--- src/logic/dpcsr_pkg.sv ---
// dpcsr_pkg: offsets, field positions, reset values and timing for the debug port register bank
// assumes an 8-bit register space reached only by the port instruction decoder
package dpcsr_pkg;
  // register offsets
  localparam logic [3:0] DPCSR_OFS_REV    = 4'h0;
  localparam logic [3:0] DPCSR_OFS_ERR    = 4'h1;
  localparam logic [3:0] DPCSR_OFS_CTLA   = 4'h2;
  localparam logic [3:0] DPCSR_OFS_CTLB   = 4'h3;
  localparam logic [3:0] DPCSR_OFS_ALO    = 4'h4;
  localparam logic [3:0] DPCSR_OFS_PHYHI  = 4'h3;
  localparam logic [3:0] DPCSR_OFS_KEY    = 4'h7;
  localparam logic [3:0] DPCSR_OFS_RST    = 4'h8;
  localparam logic [3:0] DPCSR_OFS_CLKSEL = 4'h9;
  localparam logic [3:0] DPCSR_OFS_SYSCTL = 4'hA;
  localparam logic [3:0] DPCSR_OFS_SYSST  = 4'hB;
  localparam logic [3:0] DPCSR_OFS_CRC    = 4'hC;
  // revision code; value is arbitrary
  localparam logic [3:0] DPCSR_REVISION   = 4'h2;
  // error signatures
  localparam logic [2:0] DPCSR_ERR_NONE    = 3'h0;
  localparam logic [2:0] DPCSR_ERR_PARITY  = 3'h1;
  localparam logic [2:0] DPCSR_ERR_FRAME   = 3'h2;
  localparam logic [2:0] DPCSR_ERR_TIMEOUT = 3'h3;
  localparam logic [2:0] DPCSR_ERR_CLKREC  = 3'h4;
  localparam logic [2:0] DPCSR_ERR_CONTEND = 3'h7;
  // control, key and status field positions
  localparam int DPCSR_A_GAP   = 7;
  localparam int DPCSR_A_PARITY_CHECK_DISABLE  = 5;
  localparam int DPCSR_A_TOD   = 4;
  localparam int DPCSR_A_RSD   = 3;
  localparam int DPCSR_B_NACKD = 4;
  localparam int DPCSR_B_CCD   = 3;
  localparam int DPCSR_B_DIS   = 2;
  localparam int DPCSR_K_UROW  = 5;
  localparam int DPCSR_K_PROG  = 4;
  localparam int DPCSR_K_ERASE = 3;
  localparam int DPCSR_S_SYSTEM_IN_RESET = 5;
  localparam int DPCSR_S_SLEEP  = 4;
  localparam int DPCSR_S_PROG   = 3;
  localparam int DPCSR_S_UROW   = 2;
  // reset values, reset request signature and guard-time-off code
  localparam logic [7:0] DPCSR_CTL_RST    = 8'h00;
  localparam logic [1:0] DPCSR_CLKSEL_RST = 2'h3;
  localparam logic [7:0] DPCSR_RST_SIG    = 8'h59;
  localparam logic [2:0] DPCSR_GT_OFF     = 3'h7;
  // timing
  localparam int unsigned DPCSR_TIMEOUT_CYC = 65536;
  localparam int unsigned DPCSR_GAP_CHARS   = 2;
  localparam logic [7:0]  DPCSR_GT_MAX      = 8'h80;
  localparam logic [3:0]  DPCSR_CHAR_BITS   = 4'hC;
endpackage : dpcsr_pkg

--- src/logic/dpcsr_regs.sv ---
// dpcsr_regs: control/status register bank of the single-wire debug port
// assumes the port instruction decoder and phy run on sys_clk_i, the port clock
`timescale 1ns/1ps
module dpcsr_regs (
  // clock and reset
  input  wire logic                   sys_clk_i,
  input  wire logic                   reset_i,
  // port instruction access (debugger only)
  input  wire logic                   reg_wr_i,
  input  wire logic                   reg_rd_i,
  input  wire logic [3:0]             reg_addr_i,
  input  wire logic [7:0]             reg_wdata_i,
  output logic      [7:0]             reg_rdata_o,
  // phy error events
  input  wire logic                   err_parity_i,
  input  wire logic                   err_frame_i,
  input  wire logic                   err_clkrec_i,
  input  wire logic                   err_contend_i,
  // phy and access layer handshake
  input  wire logic                   acc_wait_i,
  input  wire logic                   acc_resp_i,
  input  wire logic                   tx_req_i,
  input  wire logic                   tx_multi_i,
  input  wire logic                   tx_ack_req_i,
  input  wire logic                   tx_nack_req_i,
  input  wire logic                   ldst_busy_i,
  // key events from key decoder and nvm
  input  wire logic                   key_urow_i,
  input  wire logic                   key_prog_i,
  input  wire logic                   key_erase_i,
  input  wire logic                   prog_done_i,
  input  wire logic                   erase_done_i,
  // system status (from system domain)
  input  wire logic                   sys_asleep_i,
  input  wire logic                   sys_in_reset_i,
  input  wire logic                   lock_i,
  input  wire logic                   urow_ready_i,
  input  wire logic                   prog_ready_i,
  input  wire logic [2:0]             crc_status_i,
  // phy controls
  output logic                        parity_check_disable_o,
  output logic                        contention_detect_disable_o,
  output logic                        tx_start_o,
  output logic                        sig_send_o,
  output logic                        timeout_o,
  output logic                        port_reset_o,
  // system controls
  output logic                        system_reset_o,
  output logic                        system_clock_request_o,
  output logic [1:0]                  port_clock_select_o,
  output logic                        user_row_commit_o
);
  import dpcsr_pkg::*;

  typedef enum logic [1:0] {
    DPCSR_TX_IDLE = 2'b00,
    DPCSR_TX_WAIT = 2'b01,
    DPCSR_TX_GO   = 2'b10
  } dpcsr_tx_t;

  typedef struct packed {
    logic [7:0]  ctla;
    logic [2:0]  ctlb;
    logic [2:0]  err;
    logic [2:0]  keys;
    logic        rst;
    logic        system_clock_request;
    logic [1:0]  clksel;
    logic        commit;
    logic [16:0] tocnt;
    logic        timeout;
    dpcsr_tx_t   txst;
    logic [7:0]  gcnt;
    logic        tx_start;
    logic        sig_send;
    logic        prst;
    logic [7:0]  rdata;
    logic        sync_a1;
    logic        sync_a2;
    logic        sync_r1;
    logic        sync_r2;
  } dpcsr_state_t;

  dpcsr_state_t state_reg;
  dpcsr_state_t state_next;
  logic [7:0]   gt_len;
  logic [7:0]   gap_len;
  logic [2:0]   err_code;
  logic         err_any;
  logic [7:0]   rd_mux;

  // guard time length from select code
  always_comb
  begin
    case (state_reg.ctla[2:0])
      3'h0:    gt_len = DPCSR_GT_MAX;
      3'h1:    gt_len = 8'h40;
      3'h2:    gt_len = 8'h20;
      3'h3:    gt_len = 8'h10;
      3'h4:    gt_len = 8'h08;
      3'h5:    gt_len = 8'h04;
      3'h6:    gt_len = 8'h02;
      default: gt_len = 8'h00;
    endcase
  end

  assign gap_len = 8'(DPCSR_GAP_CHARS) * {4'h0, DPCSR_CHAR_BITS};

  // error priority: contention strongest, reserved codes never produced
  always_comb
  begin
    err_any  = 1'b1;
    err_code = DPCSR_ERR_NONE;
    if (err_contend_i && !state_reg.ctlb[DPCSR_B_CCD - 2])
      err_code = DPCSR_ERR_CONTEND;
    else if (err_clkrec_i)
      err_code = DPCSR_ERR_CLKREC;
    else if (state_reg.timeout)
      err_code = DPCSR_ERR_TIMEOUT;
    else if (err_frame_i)
      err_code = DPCSR_ERR_FRAME;
    else if (err_parity_i && !state_reg.ctla[DPCSR_A_PARITY_CHECK_DISABLE])
      err_code = DPCSR_ERR_PARITY;
    else
      err_any = 1'b0;
  end

  // read mux; only the system-in-reset input is read after the synchroniser, other system inputs directly
  always_comb
  begin
    rd_mux = 8'h00;
    case (reg_addr_i)
      DPCSR_OFS_REV:    rd_mux = {DPCSR_REVISION, 4'h0};
      DPCSR_OFS_ERR:    rd_mux = {5'h00, state_reg.err};
      DPCSR_OFS_CTLA:   rd_mux = {state_reg.ctla[7], 1'b0, state_reg.ctla[5:0]};
      DPCSR_OFS_CTLB:   rd_mux = {3'h0, state_reg.ctlb, 2'h0};
      DPCSR_OFS_KEY:    rd_mux = {2'h0, state_reg.keys, 3'h0};
      DPCSR_OFS_RST:    rd_mux = {7'h00, state_reg.rst};
      DPCSR_OFS_CLKSEL: rd_mux = {6'h00, state_reg.clksel};
      DPCSR_OFS_SYSCTL: rd_mux = {6'h00, state_reg.commit, state_reg.system_clock_request};
      DPCSR_OFS_SYSST:  rd_mux = {2'h0, state_reg.sync_r2, sys_asleep_i, prog_ready_i,
                                  urow_ready_i, 1'b0, lock_i};
      DPCSR_OFS_CRC:    rd_mux = {5'h00, crc_status_i};
      default:          rd_mux = 8'h00;
    endcase
  end

  always_comb
  begin
    state_next          = state_reg;
    state_next.tx_start = 1'b0;
    state_next.sig_send = 1'b0;
    state_next.commit   = 1'b0;
    state_next.prst     = 1'b0;
    state_next.sync_a1  = acc_wait_i;
    state_next.sync_a2  = state_reg.sync_a1;
    state_next.sync_r1  = sys_in_reset_i;
    state_next.sync_r2  = state_reg.sync_r1;
    // reads come only from port instructions; no cpu path exists
    if (reg_rd_i)
      state_next.rdata = rd_mux;
    // access layer time-out
    // any answer restarts the count, so an access layer answering within every 65536 cycles never times out
    state_next.timeout = 1'b0;
    if (state_reg.sync_a2 && !acc_resp_i && !state_reg.ctla[DPCSR_A_TOD])
    begin
      if (state_reg.tocnt == 17'(DPCSR_TIMEOUT_CYC - 1))
      begin
        state_next.timeout = 1'b1;
        state_next.tocnt   = 17'h00000;
      end
      else
        state_next.tocnt = state_reg.tocnt + 17'h00001;
    end
    else
      state_next.tocnt = 17'h00000;
    // error field: a read clears, a new error in the same cycle wins
    if (reg_rd_i && reg_addr_i == DPCSR_OFS_ERR)
      state_next.err = DPCSR_ERR_NONE;
    if (err_any)
      state_next.err = err_code;
    // key auto-clear, then new activations win
    if (prog_done_i)
      state_next.keys[DPCSR_K_PROG - 3] = 1'b0;
    if (erase_done_i)
      state_next.keys[DPCSR_K_ERASE - 3] = 1'b0;
    if (key_urow_i)
      state_next.keys[DPCSR_K_UROW - 3] = 1'b1;
    if (key_prog_i)
      state_next.keys[DPCSR_K_PROG - 3] = 1'b1;
    if (key_erase_i)
      state_next.keys[DPCSR_K_ERASE - 3] = 1'b1;
    // transmit pacing: guard time first, then the inter-byte gap
    // two clocks of state overhead on top of every guard or gap count
    case (state_reg.txst)
      DPCSR_TX_IDLE:
      begin
        if (tx_req_i)
        begin
          state_next.gcnt = gt_len;
          state_next.txst = DPCSR_TX_WAIT;
        end
      end
      DPCSR_TX_WAIT:
      begin
        if (state_reg.gcnt == 8'h00)
          state_next.txst = DPCSR_TX_GO;
        else
          state_next.gcnt = state_reg.gcnt - 8'h01;
      end
      DPCSR_TX_GO:
      begin
        state_next.tx_start = 1'b1;
        if (tx_multi_i && state_reg.ctla[DPCSR_A_GAP])
        begin
          state_next.gcnt = gap_len;
          state_next.txst = DPCSR_TX_WAIT;
        end
        else if (tx_multi_i)
          state_next.txst = DPCSR_TX_GO;
        else
          state_next.txst = DPCSR_TX_IDLE;
      end
      default: state_next.txst = DPCSR_TX_IDLE;
    endcase
    // response signatures
    if (tx_ack_req_i && !state_reg.ctla[DPCSR_A_RSD])
      state_next.sig_send = 1'b1;
    if (tx_nack_req_i && !state_reg.ctla[DPCSR_A_RSD]
        && !(state_reg.ctlb[DPCSR_B_NACKD - 2] && ldst_busy_i && state_reg.sync_r2))
      state_next.sig_send = 1'b1;
    // register writes
    if (reg_wr_i)
    begin
      case (reg_addr_i)
        DPCSR_OFS_CTLA:   state_next.ctla = reg_wdata_i & 8'hBF;
        DPCSR_OFS_CTLB:   state_next.ctlb = reg_wdata_i[4:2];
        DPCSR_OFS_KEY:    if (reg_wdata_i[DPCSR_K_UROW])
                            state_next.keys[DPCSR_K_UROW - 3] = 1'b0;
        DPCSR_OFS_RST:    state_next.rst = (reg_wdata_i == DPCSR_RST_SIG);
        DPCSR_OFS_CLKSEL: state_next.clksel = reg_wdata_i[1:0];
        DPCSR_OFS_SYSCTL:
        begin
          state_next.system_clock_request = reg_wdata_i[0];
          state_next.commit = reg_wdata_i[1] & state_reg.keys[DPCSR_K_UROW - 3];
        end
        default: state_next.rdata = state_next.rdata;
      endcase
    end
    // port disable: controls, keys, error, tx state and clock select back to reset; clock request cleared, reset request kept
    if (state_reg.ctlb[DPCSR_B_DIS - 2])
    begin
      state_next.ctla   = DPCSR_CTL_RST;
      state_next.ctlb   = 3'h0;
      state_next.keys   = 3'h0;
      state_next.system_clock_request = 1'b0;
      state_next.err    = DPCSR_ERR_NONE;
      state_next.txst   = DPCSR_TX_IDLE;
      state_next.clksel = DPCSR_CLKSEL_RST;
      state_next.prst   = 1'b1;
    end
  end

  always_ff @(posedge sys_clk_i)
  begin
    if (reset_i)
    begin
      state_reg        <= '0;
      state_reg.system_clock_request <= 1'b1;
      state_reg.clksel <= DPCSR_CLKSEL_RST;
      state_reg.txst   <= DPCSR_TX_IDLE;
    end
    else
      state_reg <= state_next;
  end

  assign reg_rdata_o                 = state_reg.rdata;
  assign parity_check_disable_o      = state_reg.ctla[DPCSR_A_PARITY_CHECK_DISABLE];
  assign contention_detect_disable_o = state_reg.ctlb[DPCSR_B_CCD - 2];
  assign tx_start_o                  = state_reg.tx_start;
  assign sig_send_o                  = state_reg.sig_send;
  assign timeout_o                   = state_reg.timeout;
  assign port_reset_o                = state_reg.prst;
  assign system_reset_o              = state_reg.rst;
  assign system_clock_request_o      = state_reg.system_clock_request;
  assign port_clock_select_o         = state_reg.clksel;
  assign user_row_commit_o           = state_reg.commit;

  // assertions
  a_err_no_reserved: assert property (@(posedge sys_clk_i) disable iff (reset_i)
    state_reg.err != 3'h5 && state_reg.err != 3'h6)
    else $error("reserved error code loaded");
  a_err_read_clear: assert property (@(posedge sys_clk_i) disable iff (reset_i)
    reg_rd_i && reg_addr_i == DPCSR_OFS_ERR && !err_any && !state_reg.ctlb[0]
    |=> state_reg.err == DPCSR_ERR_NONE)
    else $error("error field not cleared by read");
  a_contend_code: assert property (@(posedge sys_clk_i) disable iff (reset_i)
    err_contend_i && !state_reg.ctlb[1] && !state_reg.ctlb[0] |=> state_reg.err == 3'h7)
    else $error("contention code missing");
  a_parity_off: assert property (@(posedge sys_clk_i) disable iff (reset_i)
    state_reg.ctla[5] && state_reg.err != 3'h1 |=> state_reg.err != 3'h1)
    else $error("parity error with check disabled");
  a_rst_sig: assert property (@(posedge sys_clk_i) disable iff (reset_i)
    reg_wr_i && reg_addr_i == DPCSR_OFS_RST |=> system_reset_o == ($past(reg_wdata_i) == 8'h59))
    else $error("reset request mismatch");
  a_disable_clr: assert property (@(posedge sys_clk_i) disable iff (reset_i)
    state_reg.ctlb[0] |=> state_reg.keys == 3'h0 && !system_clock_request_o && port_reset_o)
    else $error("disable did not clear state");
  a_rsd_quiet: assert property (@(posedge sys_clk_i) disable iff (reset_i)
    state_reg.ctla[3] && !(reg_wr_i && reg_addr_i == DPCSR_OFS_CTLA) |=> !sig_send_o)
    else $error("signature sent while disabled");
  a_gt_first: assert property (@(posedge sys_clk_i) disable iff (reset_i)
    state_reg.txst == DPCSR_TX_IDLE && tx_req_i && state_reg.ctla[2:0] == 3'h6
    && !state_reg.ctlb[0] |=> !tx_start_o [*4] ##1 tx_start_o)
    else $error("guard time wrong");
  a_prog_clear: assert property (@(posedge sys_clk_i) disable iff (reset_i)
    prog_done_i && !key_prog_i |=> !state_reg.keys[1])
    else $error("programming key not cleared");
  a_erase_clear: assert property (@(posedge sys_clk_i) disable iff (reset_i)
    erase_done_i && !key_erase_i |=> !state_reg.keys[0])
    else $error("erase key not cleared");
  a_timeout_off: assert property (@(posedge sys_clk_i) disable iff (reset_i)
    state_reg.ctla[DPCSR_A_TOD] |=> !timeout_o)
    else $error("time-out flagged while detection disabled");
  a_timeout_err: assert property (@(posedge sys_clk_i) disable iff (reset_i)
    timeout_o && !err_clkrec_i && !(err_contend_i && !state_reg.ctlb[1])
    && !state_reg.ctlb[0] |=> state_reg.err == DPCSR_ERR_TIMEOUT)
    else $error("time-out code missing");
  a_ccd_quiet: assert property (@(posedge sys_clk_i) disable iff (reset_i)
    state_reg.ctlb[1] && state_reg.err != 3'h7 |=> state_reg.err != 3'h7)
    else $error("contention loaded while detection disabled");
  a_nack_hold: assert property (@(posedge sys_clk_i) disable iff (reset_i)
    tx_nack_req_i && !tx_ack_req_i && state_reg.ctlb[2] && ldst_busy_i
    && state_reg.sync_r2 |=> !sig_send_o)
    else $error("negative acknowledge sent during system reset");
  a_unmapped_zero: assert property (@(posedge sys_clk_i) disable iff (reset_i)
    reg_rd_i && (reg_addr_i > DPCSR_OFS_CRC
    || (reg_addr_i >= DPCSR_OFS_ALO && reg_addr_i < DPCSR_OFS_KEY))
    |=> reg_rdata_o == 8'h00)
    else $error("unmapped offset read nonzero");
  a_rst_hold: assert property (@(posedge sys_clk_i) disable iff (reset_i)
    system_reset_o && !(reg_wr_i && reg_addr_i == DPCSR_OFS_RST) |=> system_reset_o)
    else $error("system reset dropped without a write");
  c_nack_hold: cover property (@(posedge sys_clk_i)
    tx_nack_req_i && state_reg.sync_r2 && ldst_busy_i);
  c_timeout: cover property (@(posedge sys_clk_i) timeout_o);
  c_gap: cover property (@(posedge sys_clk_i) tx_start_o ##[1:40] tx_start_o);
  c_reset_req: cover property (@(posedge sys_clk_i) $rose(system_reset_o));
endmodule : dpcsr_regs

--- config.mk ---
export PLATFORM = sky130hd
export DESIGN_NAME = dpcsr_regs
export DESIGN_NICKNAME = d
export VERILOG_FILES = /design/src/logic/dpcsr_pkg.sv /design/src/logic/dpcsr_regs.sv
export SDC_FILE = /design/constraint.sdc
export NUM_CORES = 1
export LEC_CHECK = 0
export ABC_AREA = 1
export BUFFER_PORTS_ARGS = -buffer_cell sky130_fd_sc_hd__buf_2
export CORE_UTILIZATION = 35
export CTS_BUF_LIST = sky130_fd_sc_hd__clkbuf_4 sky130_fd_sc_hd__clkbuf_8
export DETAILED_ROUTE_END_ITERATION = 6
export PLACE_DENSITY = 0.5
export SETUP_SLACK_MARGIN = 0.4
export SLEW_MARGIN = 20
export SYNTH_ARGS = -nofsm -noshare
export SYNTH_HDL_FRONTEND = slang
export SYNTH_SLANG_ARGS = --single-unit
export TNS_END_PERCENT = 50
--- constraint.sdc ---
create_clock -name sys_clk_i -period 3.3 [get_ports sys_clk_i]
set_input_delay 0.825 -clock sys_clk_i [delete_from_list [all_inputs] [get_ports sys_clk_i]]
set_output_delay 0.825 -clock sys_clk_i [all_outputs]
set_load 0.02 [all_outputs]
* Word level (Yosys, flattened, before mapping)
Cells that the tools add are included.
** Word-level totals
- Output and inout port bits :: 19
- Bits in registers :: 64
- Logic and storage cells :: 132
- Bits of input ports :: 40
** Cells by class
- Mux-type cells :: 40
- Equality and inequality tests :: 23
- Add/subtract/negate cells :: 2
- Bitwise logic cells :: 5
- Reduce and logical (&&, ||, !) cells :: 39
** Operators by type and width (count)
- one-hot mux 8 bit (10 select lines) :: 1
- one-hot mux 8 bit (7 select lines) :: 1
- one-hot mux 8 bit (3 select lines) :: 1
- two-way mux 1 bit :: 21
- equality test 4 bit, second input constant :: 5
- adder 17 x 1 -> 17 bit, second input constant :: 1
- equality test 17 x 16 -> 1 bit, second input constant :: 1
- two-way mux 8 bit :: 2
- two-way mux 3 bit :: 5
- two-way mux 2 bit :: 6
- AND reduction 2 bit :: 6
- logical AND 1 bit :: 11
- two-way mux 10 bit :: 1
- nonzero test 2 bit :: 5
- equality test 3 bit, second input constant :: 3
- equality test 4 x 2 -> 1 bit, second input constant :: 2
- equality test 8 x 7 -> 1 bit, second input constant :: 1
- zero test 8 bit :: 1
- != test 2 bit, second input constant :: 4
- subtractor 8 x 1 -> 8 bit, second input constant :: 1
- equality test 3 x 2 -> 1 bit, second input constant :: 2
- zero test 1 bit :: 6
- one-hot mux 2 bit (3 select lines) :: 1
- OR reduction 3 bit :: 2
- other kinds (15) :: 19

* Longest topological paths before layout
Gate-level depths: netlist (run 1).
- Depth after elaboration :: 8
- Depth in mapped cells :: 11
- Mapped depth without buffers :: 10

* Worst setup path before layout (run 1)
OpenSTA, ideal clock, no wires.
- Kind :: input to register
- Start :: in reg_addr_i[2]
- End :: reg state_reg[61] in the netlist's numbering
- Setup time :: 122 ps
- Path buffers :: 2
- Stages :: 8
- Arrival time :: 1597 ps
- Slack :: 1581 ps
- Required time :: 3178 ps
- Cell sequence :: buf_2 > nor2_4 > nand2_4 > nor2_4 > inv_2 > buf_6 > nor2_1 > a211oi_2
** On the way
- Cells in the longest elaborated chain, start to end :: 2
** Ends and longest elaborated chain
- from (decl) :: line dpcsr_regs.sv:11 : input wire logic [3:0] reg_addr_i,
- equality test 4 x 2 -> 1 bit :: line dpcsr_regs.sv:235 : case (reg_addr_i)
- AND reduction 2 bit (no line)
- to (signal assigned) :: line dpcsr_regs.sv:274 : state_reg <= state_next;
- to (decl) :: line dpcsr_regs.sv:84 : dpcsr_state_t state_reg;
No other way between the ends.
A chain may end at the register's enable or synchronous reset.

* Worst setup path in the final report (run 1)
- Start :: reg state_reg[26] in the netlist's numbering
- End :: reg state_reg[34] in the netlist's numbering
** On the way
- Cells in the longest elaborated chain, start to end :: 2
- Elaborated cells between the ends (all ways) :: 3
- Classes of those cells :: add/sub: 1; eq/ne: 1; reduce/logical: 1
** Ends and longest elaborated chain
- parallel branches: the longest is 2 deep, another holds adder 17 x 1 -> 17 bit
Parallel ways; which one is timed is not known.

==> results.md, run 1 <==
- EDFF count, synth: 0
- Clock buffer depth: 2
- Met2 wire len: 3.56 mm
- H-tree depth: 3
- Setup violations, final: 0
- Post-CTS Repair Setup Buffers: 0
- Pwr Density: 627 nW/um^2
- CP Cell Sequence: ha_1 > nand3_1 > inv_1 > and3_1 > nand3_1 > nor2_1 > ha_1 > nor2_1 > buf_4 > inv_1 > nor3_1
- Final Hold Fails: 0
- Max FFs per register: 43
- M1 WL: 4.10 mm
- Setup TNS: 0 ns
- Global-route wire length before repair: 13.8 mm
- XOR/XNOR Fraction of Synth Area: 0.539%
- Period utilization: 60.3%
- Initial Utilization: 36.7%
- Status: finished, violations left
- Post-synth top cells: nand2_1 (86), nor2_1 (73), inv_1 (64)
- Largest family of logic cells by synthesized area: simple AND/OR/NAND/NOR gates
- First drt pass iteration count: 7
- Core area: 8850 sq um
- Hpwl dp: 6.37 mm
- Seq/Total Area, Yosys: 38.8%
- Synthesized Nets: 520
- Ratio of cells with drive above 1 in the final layout: 17.4%
- Initial antenna violation count: 0
- I/O pins: 59
- Vias in the first global route: 2905
- Synth Flop Type: dfxtp_1
- RSZ-0062 raised after global routing: no
- Setup WS pre-CTS: 1.27 ns
- Top cells by area, synth: dfxtp_1 (39%), nand2_1 (9.9%), nor2_1 (8.4%)
- Number of clock sinks: 63
- CP Class: register to register
- Clock-pin slew on the worst setup and hold paths: 0.08 ns
- Maximum vdd drop: 0.000222 V
- DIE AREA: 9670 sq um
- Antenna cells: 0
- Post-Synth Adder-Cell Area: 3.08%
- Final wirelength: 8.17 mm
- Slowest-stage cell, CP: dfxtp_1
- Number of DRC markers in iteration 0: 120
- Crit path arrival time: 2.23 ns
- Crit path largest cell delay: 0.38 ns
- Critical path required time: 3.54 ns
- Total CTS buffers: 9
- Area growth, synth to finish: 15.9%
- Fin crit period: 1.99 ns
- Mapped cell area: 3250 sq um
- DIE WIDTH: 98.3 um
- Syn avg cell area: 6.88 sq um
- IO Port Bufs: 57
- GRT overflow: 0
- Yosys top cell area share: 38.8%
- Synth Area in Compound Gates: 13.8%
- Max Slew Vio Count: 0
- Cells after synthesis: 472
- Max Fanout on Critical Path: 12
- Average routed wire per standard cell: 12.8 um
- Crit. End Element: register
- Critical path buffers and inverters: 3
- Die H: 98.3 um
- CP delay by family, top: simple AND/OR/NAND/NOR gates
- Antenna Violating Nets Remaining: 0
- Largest net degree at the start of global routing: 20
- Resized cells post-CTS: 0
- Post-synthesis mux area share: 0%
- Register bit total from synthesis: 63
- Yosys top cell by area: dfxtp_1
- FP Rows: 34
- Global-route total usage across every layer: 18.2%
- Total of max-cap violations: 0
- Synth Area in Simple Gates: 31.3%
- Root Buffer: clkbuf_8
- Crit start category: register
- # nets final: 571
- Clk_lat worst skew: 0.35 ns
- Worst Hold Class: register to register
- Via/cell ratio: 4.78
- Synth cell types: 39
- CTS tree: yes
- Uppermost routed layer: met4
- Final setup margin: 1.31 ns
- YS warnings: 0
- Achievable Freq: 0.503 GHz
- Cts-stage hold buffer count: 0
- Via Count: 3040
- Routed met3 length: 415 um
- Async SR Flop Fraction: 0%
- Gpl congestion: 0.887
- Count leader, synth: nand2_1
- Failing checks: DRC
- Clock skew: 0.0129 ns
- Pleak: 1.69 nW
- Remaining DRCs: 1
==> per-layer routing <==
metal	vias to the layer above	track usage (%)
met4	0	7.58
met1	1362	24.5
met2	64	28.1
li1	1606	-
met5	-	0
met3	8	4.08
==> cell usage in the layout, fill, tap and decap left out, types with 2 or more instances in the layout <==
cell | netlist | final
a21oi_2 | 2 | 2
nor3_1 | 6 | 6
nor2_4 | 4 | 4
inv_2 | 3 | 3
nand2_1 | 86 | 86
buf_4 | 11 | 2
clkbuf_8 | 0 | 10
nand4_1 | 4 | 4
bufinv_16 | 0 | 2
dfxtp_1 | 63 | 63
a31oi_1 | 3 | 3
nand3_1 | 46 | 46
nor2_1 | 73 | 73
buf_2 | 2 | 57
o21bai_1 | 2 | 2
o211ai_1 | 3 | 3
inv_1 | 64 | 64
nand3b_1 | 2 | 2
ha_1 | 8 | 8
o21ai_1 | 5 | 5
o21ai_0 | 28 | 28
a21oi_1 | 34 | 34
nor2_2 | 2 | 2
==> power breakdown <==
group | internal (mW) | total (mW) | switching (mW)
Sequential | 0.833 | 0.888 | 0.0546
Clock | 0.454 | 0.777 | 0.323
Combinational | 0.244 | 0.695 | 0.452
==> kinds of logic (layout without fill, tap and decap cells) <==
group | count (synthesis) | count (layout)
fa+ha+maj | 8 | 8
other cells | 1 | 1
compound gates | 81 | 81
buf+inv | 87 | 143
simple gates | 230 | 230
flops | 63 | 63
xor+xnor | 2 | 2
==> worst reg2reg max path: stages, from the launching register on <==
cell,delay [ns]
dfxtp_1,0.38
ha_1,0.20
nand3_1,0.10
inv_1,0.09
and3_1,0.21
nand3_1,0.11
nor2_1,0.13
ha_1,0.18
nor2_1,0.05
buf_4,0.17
inv_1,0.17
nor3_1,0.08
==> metrics by stage <==
| stage | instance area, sq um | std cells | hold slack (ns) | power, mW | utilization (%) |
|---|---|---|---|---|---|
| 2_1_floorplan | 3250 | 472 | 0.388 | 1.45 | - |
| 3_3_place_gp | 3540 | 620 | 0.391 | 1.59 | 40.0 |
| 3_5_place_dp | 3540 | 620 | 0.400 | 1.60 | 40.0 |
| 4_1_cts | 3760 | 636 | 0.412 | 2.38 | 42.5 |
| 5_1_grt | 3760 | 636 | 0.435 | 2.54 | 42.5 |
| 6_report | 3760 | 636 | 0.408 | 2.36 | 42.5 |
==> layout make-up <==
type                       instances  area [sq um]
multi-input combinational        322          1590
clock buffer                      11           145
fill                             980          5080
tap                              108           135
clock inverter                     5          81.3
timing repair buffer              59           300
sequential                        63          1260
inverter                          68           255
==> final timing paths <==
path,startpoint,to,cells past startpoint,slack [ns]
setup / recovery,state_reg[26],state_reg[34],11,1.31
hold / removal,state_next[0],state_reg[0],2,0.41
setup reg to reg,state_reg[26],state_reg[34],11,1.31
hold reg to reg,state_next[0],state_reg[0],2,0.41
Power figures use the tool's default switching activity.
==> inputs of run 2 (changes only) <==
- clock period: 3.3 -> 1.9 ns (I/O delays scaled with it)
==> results.md, run 2 (synthesis gave the netlist of run 1 again) <==
- RSZ-0062 raised after global routing: yes
- I/O pins: 59 (unchanged)
- Crit path largest cell delay: 0.35 ns (-0.03 ns)
- Clock-pin slew on the worst setup and hold paths: 0.07 ns (about the same)
- Crit start category: register
- H-tree depth: 3 (unchanged)
- First drt pass iteration count: 6 (-1)
- FILL cells: 973 (-0.71%)
- Worst R2R Path Depth: 11 (unchanged)
- Clock power share: 29.7% (-3.2 points)
- Total CTS buffers: 9 (unchanged)
- Average routed wire per standard cell: 12.9 um (+0.62%)
- Sw Pwr: 1.45 mW (+75%)
- Reg power frac: 38.7% (+1.1 points)
- GRT overflow: 0 (unchanged)
- FP Rows: 34 (unchanged)
- Worst hold start: sys_in_reset_i
- Max Slew Vio Count: 0 (unchanged)
- # nets final: 595 (+4.2%)
- Final Hold Fails: 0 (unchanged)
- Hold Crit Depth: 3 (+1)
- Placed cells: 623 (+0.48%)
- Clock skew: 0.00846 ns (-0.00443 ns)
- Area growth, synth to finish: 23.9%
- Fin crit period: 1.64 ns (-0.354 ns)
- Setup crit start: state_reg[27]
- Critical path required time: 2.13 ns (-1.41 ns)
- Most frequent cells in the layout: nand2_1 (84), nor2_1 (71), inv_1 (60)
- Setup TNS: 0 ns (unchanged)
- Placement Cell Area: 3600 sq um (+1.8%)
- Core area: 8850 sq um (unchanged)
- Antenna Violating Nets Remaining: 0 (unchanged)
- Gpl congestion: 0.874 (-1.5%)
- Most common cell after layout, fill and taps aside: nand2_1
- CP Class: register to register
- DIE AREA: 9670 sq um (unchanged)
- Ratio of cells with drive above 1 in the final layout: 26.1% (+8.7 points)
- Worst reg2reg path startpoint: state_reg[27]
- Status: finished, violations left
- Root Buffer: clkbuf_8
- Crit. End Element: register
- Global-route total usage across every layer: 18.0% (-0.19 points)
- Initial antenna violation count: 0 (unchanged)
- Number of DRC markers in iteration 0: 131 (+9.2%)
- Die H: 98.3 um (unchanged)
- Final setup margin: 0.264 ns (-1.05 ns)
- Pleak: 1.80 nW (+6.6%)
- Initial Utilization: 36.7% (unchanged)
- Number of clock sinks: 63 (unchanged)
- Clock buffer depth: 2 (unchanged)
- Maximum vdd drop: 0.000404 V (+82%)
- Design Area, Final: 4030 sq um (+6.9%)
- Switching share of power: 36.3% (+1.2 points)
- Setup WS pre-CTS: -0.00627 ns (-1.27 ns)
- Cell-internal power: 2.54 mW (+66%)
- IO Port Bufs: 57 (unchanged)
- Hpwl dp: 6.38 mm (+0.15%)
- DIE WIDTH: 98.3 um (unchanged)
- CTS tree: yes
- Combinational share of power: 31.6% (+2.1 points)
- Antenna cells: 0 (unchanged)
- Max Fanout on Critical Path: 7 (-5)
- Failing checks: DRC
- Via Count: 3175 (+4.4%)
- Worst Hold Class: primary input to register
- Period utilization: 86.1% (+26 points)
- Critical path buffers and inverters: 2 (-1)
- CP delay by family, top: simple AND/OR/NAND/NOR gates
- Slowest-stage cell, CP: dfxtp_2
- Cts-stage hold buffer count: 0 (unchanged)
- Achievable Freq: 0.611 GHz (+22%)
- Final wirelength: 8.53 mm (+4.4%)
- Remaining DRCs: 3 (+2)
- Cell Count, Final, Fillers Out: 660 (+3.8%)
- Crit path arrival time: 1.86 ns (-0.37 ns)
- Vias in the first global route: 2878 (-0.93%)
- Largest net degree at the start of global routing: 12 (-40%)
- Crit. path cell count: 11 (unchanged)
- Max FFs per register: 43 (unchanged)
- Total of max-cap violations: 0 (unchanged)
- Via/cell ratio: 4.81 (+0.64%)
- Global-route wire length before repair: 13.6 mm (-1.1%)
- Setup violations, final: 0 (unchanged)
- CP Cell Sequence: ha_4 > nand3_4 > inv_2 > and3_4 > nand3_2 > nor2_2 > ha_2 > nor2_4 > buf_6 > o21ai_2 > a21oi_1
- Pwr Density: 991 nW/um^2 (+58%)
- Clk_lat worst skew: 0.35 ns (about the same)
run 2: metal layers:
layer / vias up / track usage, % / wire length [um]
met4: 0 / 4.48 / 95
li1: 1665 / - / -
met3: 10 / 4.58 / 379
met2: 62 / 28.9 / 3920
met1: 1438 / 24.2 / 4140
met5: - / 0 / 0
run 2: per-stage QoR:
stage	hold slack [ns]	total power, mW	util [%]
floorplan	0.388	2.52	-
global placement	0.395	2.79	40.7
detailed placement	0.399	2.80	40.7
CTS	0.313	4.03	45.0
global route	0.305	4.30	45.5
finish	0.325	3.99	45.5
run 2: final timing paths:
| kind | to | slack [ns] |
|---|---|---|
| setup / recovery | state_reg[35] | 0.26 |
| hold / removal | state_next[0] | 0.32 |
| setup reg to reg | state_reg[35] | 0.26 |
| hold reg to reg | state_reg[0] | 0.41 |
run 2: layout make-up:
cell class	instances	area [sq um]	area share, %
multi-input cells	322	1680	41.7
inverters	68	255	6.34
clock buffers	11	139	3.45
clock inverters	5	58.8	1.46
flip-flops and latches	63	1270	31.6
well taps	108	135	3.36
repair buffers	83	488	12.1
run 2: timing repair:
action	in CTS	in global routing
buffers inserted	18	3
resized for setup	19	8
gates cloned	0	0
endpoints found under the setup margin	25	27
pin swaps	6	7
run 2: worst min-delay path: stages:
cell,delay (ns)
buf_2,0.07
inv_1,0.03
nor2_1,0.06
run 2: power groups by stage:
| stage | Combinational (mW) | Sequential (mW) | Clock, mW |
|---|---|---|---|
| finish | 1.26 | 1.54 | 1.19 |
| global route | 1.46 | 1.56 | 1.28 |
| CTS | 1.27 | 1.55 | 1.22 |
| detailed placement | 1.22 | 1.57 | 0 |
| global placement | 1.22 | 1.57 | 0 |
| floorplan | 0.969 | 1.56 | 0 |
==> inputs of run 3 (changes only) <==
- CAP_MARGIN: not set -> 20
- CTS_BUF_LIST: sky130_fd_sc_hd__clkbuf_4 sky130_fd_sc_hd__clkbuf_8 -> sky130_fd_sc_hd__clkbuf_2
- PLACE_DENSITY: 0.5 -> not set
==> results.md, run 3 (synthesis gave the netlist of run 1 again) <==
- Ratio of cells with drive above 1 in the final layout: 29.6% (+3.5 points)
- First drt pass iteration count: 6 (unchanged)
- Crit. End Element: register
- Critical path required time: 2.32 ns (+0.19 ns)
- H-tree depth: 3 (unchanged)
- Max FFs per register: 43 (unchanged)
- Area growth, synth to finish: 24.7%
- Switching share of power: 39.2% (+2.9 points)
- Crit start category: register
- Global-route total usage across every layer: 17.3% (-0.69 points)
- DIE AREA: 9670 sq um (unchanged)
- GRT overflow: 0 (unchanged)
- Total of max-cap violations: 0 (unchanged)
- Hold Crit Depth: 3 (unchanged)
- CP Cell Sequence: nand2_2 > nor3_2 > and3_4 > nand3_4 > nor2_4 > ha_4 > nor2_4 > buf_12 > o21ai_2 > a21oi_1
- Antenna Violating Nets Remaining: 0 (unchanged)
- I/O pins: 59 (unchanged)
- CP most frequent cell: nor2_4
- Crit path largest cell delay: 0.41 ns (+0.06 ns)
- Pwr Density: 1000 nW/um^2 (+0.99%)
- Slowest-stage cell, CP: dfxtp_4
- Period utilization: 86.7% (+0.55 points)
- Gpl congestion: 0.859 (-1.7%)
- Sink of the worst hold path: state_next[2]
- CTS tree: yes
- Failing checks: DRC
- Max Slew Vio Count: 0 (unchanged)
- FP Rows: 34 (unchanged)
- Average routed wire per standard cell: 12.5 um (-2.9%)
- Fin crit period: 1.65 ns (+0.0105 ns)
- Final Hold Fails: 0 (unchanged)
- Cell Count, Final, Fillers Out: 652 (-1.2%)
- Setup violations, final: 0 (unchanged)
- Crit path arrival time: 2.07 ns (+0.21 ns)
- Clock buffer depth: 2 (unchanged)
- Maximum vdd drop: 0.000379 V (-6.1%)
- Initial Utilization: 36.7% (unchanged)
- Worst reg2reg path startpoint: state_reg[33]
- Largest net degree at the start of global routing: 14 (+2)
- Clock skew: 0.0492 ns (+0.0407 ns)
- Global-route wire length before repair: 13.3 mm (-2.8%)
- Pleak: 1.75 nW (-2.5%)
- Flop-to-flop setup slack: 0.25 ns (about the same)
- Worst Hold Class: primary input to register
- Combinational share of power: 36.6% (+5.0 points)
- IO Port Bufs: 57 (unchanged)
- Worst R2R Path Depth: 10 (-1)
- Vias in the first global route: 2917 (+1.4%)
- Sw Pwr: 1.59 mW (+9.6%)
- Tot Pwr: 4.05 mW (+1.6%)
- Remaining DRCs: 4 (+1)
- RSZ-0062 raised after global routing: yes
- Final wirelength: 8.18 mm (-4.1%)
- Clk_lat worst skew: 0.53 ns (+0.18 ns)
- # nets final: 587 (-1.3%)
- Cell-internal power: 2.47 mW (-3.0%)
- Status: finished, violations left
- Via/cell ratio: 4.81 (about the same)
- Via Count: 3136 (-1.2%)
- Number of DRC markers in iteration 0: 150 (+15%)
- Clock-pin slew on the worst setup and hold paths: 0.21 ns (+0.14 ns)
- CP Class: register to register
- Initial antenna violation count: 0 (unchanged)
- Reg2reg end: state_reg[35]
- Placed cells: 621 (-0.32%)
- Most common cell after layout, fill and taps aside: nand2_1
- Antenna cells: 0 (unchanged)
- DIE WIDTH: 98.3 um (unchanged)
- Hpwl dp: 5.98 mm (-6.3%)
- Worst hold start: acc_wait_i
- Root Buffer: clkbuf_2
- Reg power frac: 38.0% (-0.7 points)
- Die H: 98.3 um (unchanged)
- Number of clock sinks: 63 (unchanged)
- Clock power share: 25.4% (-4.3 points)
- Core area: 8850 sq um (unchanged)
- Total CTS buffers: 9 (unchanged)
- Achievable Freq: 0.607 GHz (-0.64%)
- Most frequent cells in the layout: nand2_1 (76), nor2_1 (68), inv_1 (58)
- Max Fanout on Critical Path: 5 (-2)
==> run 3: timing repair <==
item,CTS,global route
hold buffers,0,0
gates cloned,1,0
gates resized for setup,16,52
endpoints found under the setup margin,43,44
buffers inserted,9,5
pin swaps,6,16
==> run 3: how the worst max path moves through the flow <==
stage | end | startpoint | slack (ns)
6_report | state_reg[35] | state_reg[33] | 0.25
2_1_floorplan | state_reg[33] | state_reg[26] | 0.36
3_5_place_dp | state_reg[34] | state_reg[26] | -0.004
4_1_cts | port_clock_select_o[0] | port_clock_select_o[0] | 0.24
3_3_place_gp | state_reg[34] | state_reg[26] | 0.06
5_1_grt | state_reg[41] | state_reg[33] | 0.17
==> run 3: metrics by stage <==
stage	setup slack, ns	util (%)	cell area, sq um	setup TNS, ns	hold slack [ns]
finish	0.253	45.8	4050	0	0.127
global route	0.175	45.8	4050	0	0.0809
CTS	0.244	43.6	3860	0	0.0834
detailed placement	-0.00434	40.5	3580	-0.00434	0.394
global placement	0.0593	40.5	3580	0	0.395
floorplan	0.362	-	3290	0	0.388
==> run 3: power groups by stage <==
stage	Clock (mW)	Combinational (mW)	Sequential [mW]
2_1_floorplan	0	0.969	1.56
3_3_place_gp	0	1.18	1.57
3_5_place_dp	0	1.20	1.57
4_1_cts	1.07	1.30	1.53
5_1_grt	1.12	1.68	1.56
6_report	1.03	1.49	1.54
==> run 3: worst max-delay path: cells and delay by family, from the launching register on <==
family	cells	cell delay, ns
flip-flops	1	0.41
buffers and inverters	1	0.14
AO/OA/AOI/OAI	2	0.09
AND/OR/NAND/NOR	6	0.76
adder cells (fa/ha/maj)	1	0.16
==> run 3: layer usage <==
| metal | global-route usage (%) | vias up | share of wire, % |
|---|---|---|---|
| li1 | - | 1648 | - |
| met1 | 21.1 | 1402 | 44 |
| met2 | 29.3 | 78 | 50 |
| met3 | 4.94 | 8 | 5.5 |
| met4 | 5.97 | 0 | 1.0 |
| met5 | 0 | - | 0 |
==> run 3: layout make-up <==
| cell class | count | area [sq um] |
|---|---|---|
| fill | 922 | 4800 |
| multi-input combinational | 323 | 1780 |
| sequential | 63 | 1280 |
| timing repair buffer | 74 | 455 |
| inverter | 68 | 258 |
| tap | 108 | 135 |
| clock inverter | 7 | 103 |
| clock buffer | 9 | 45.0 |
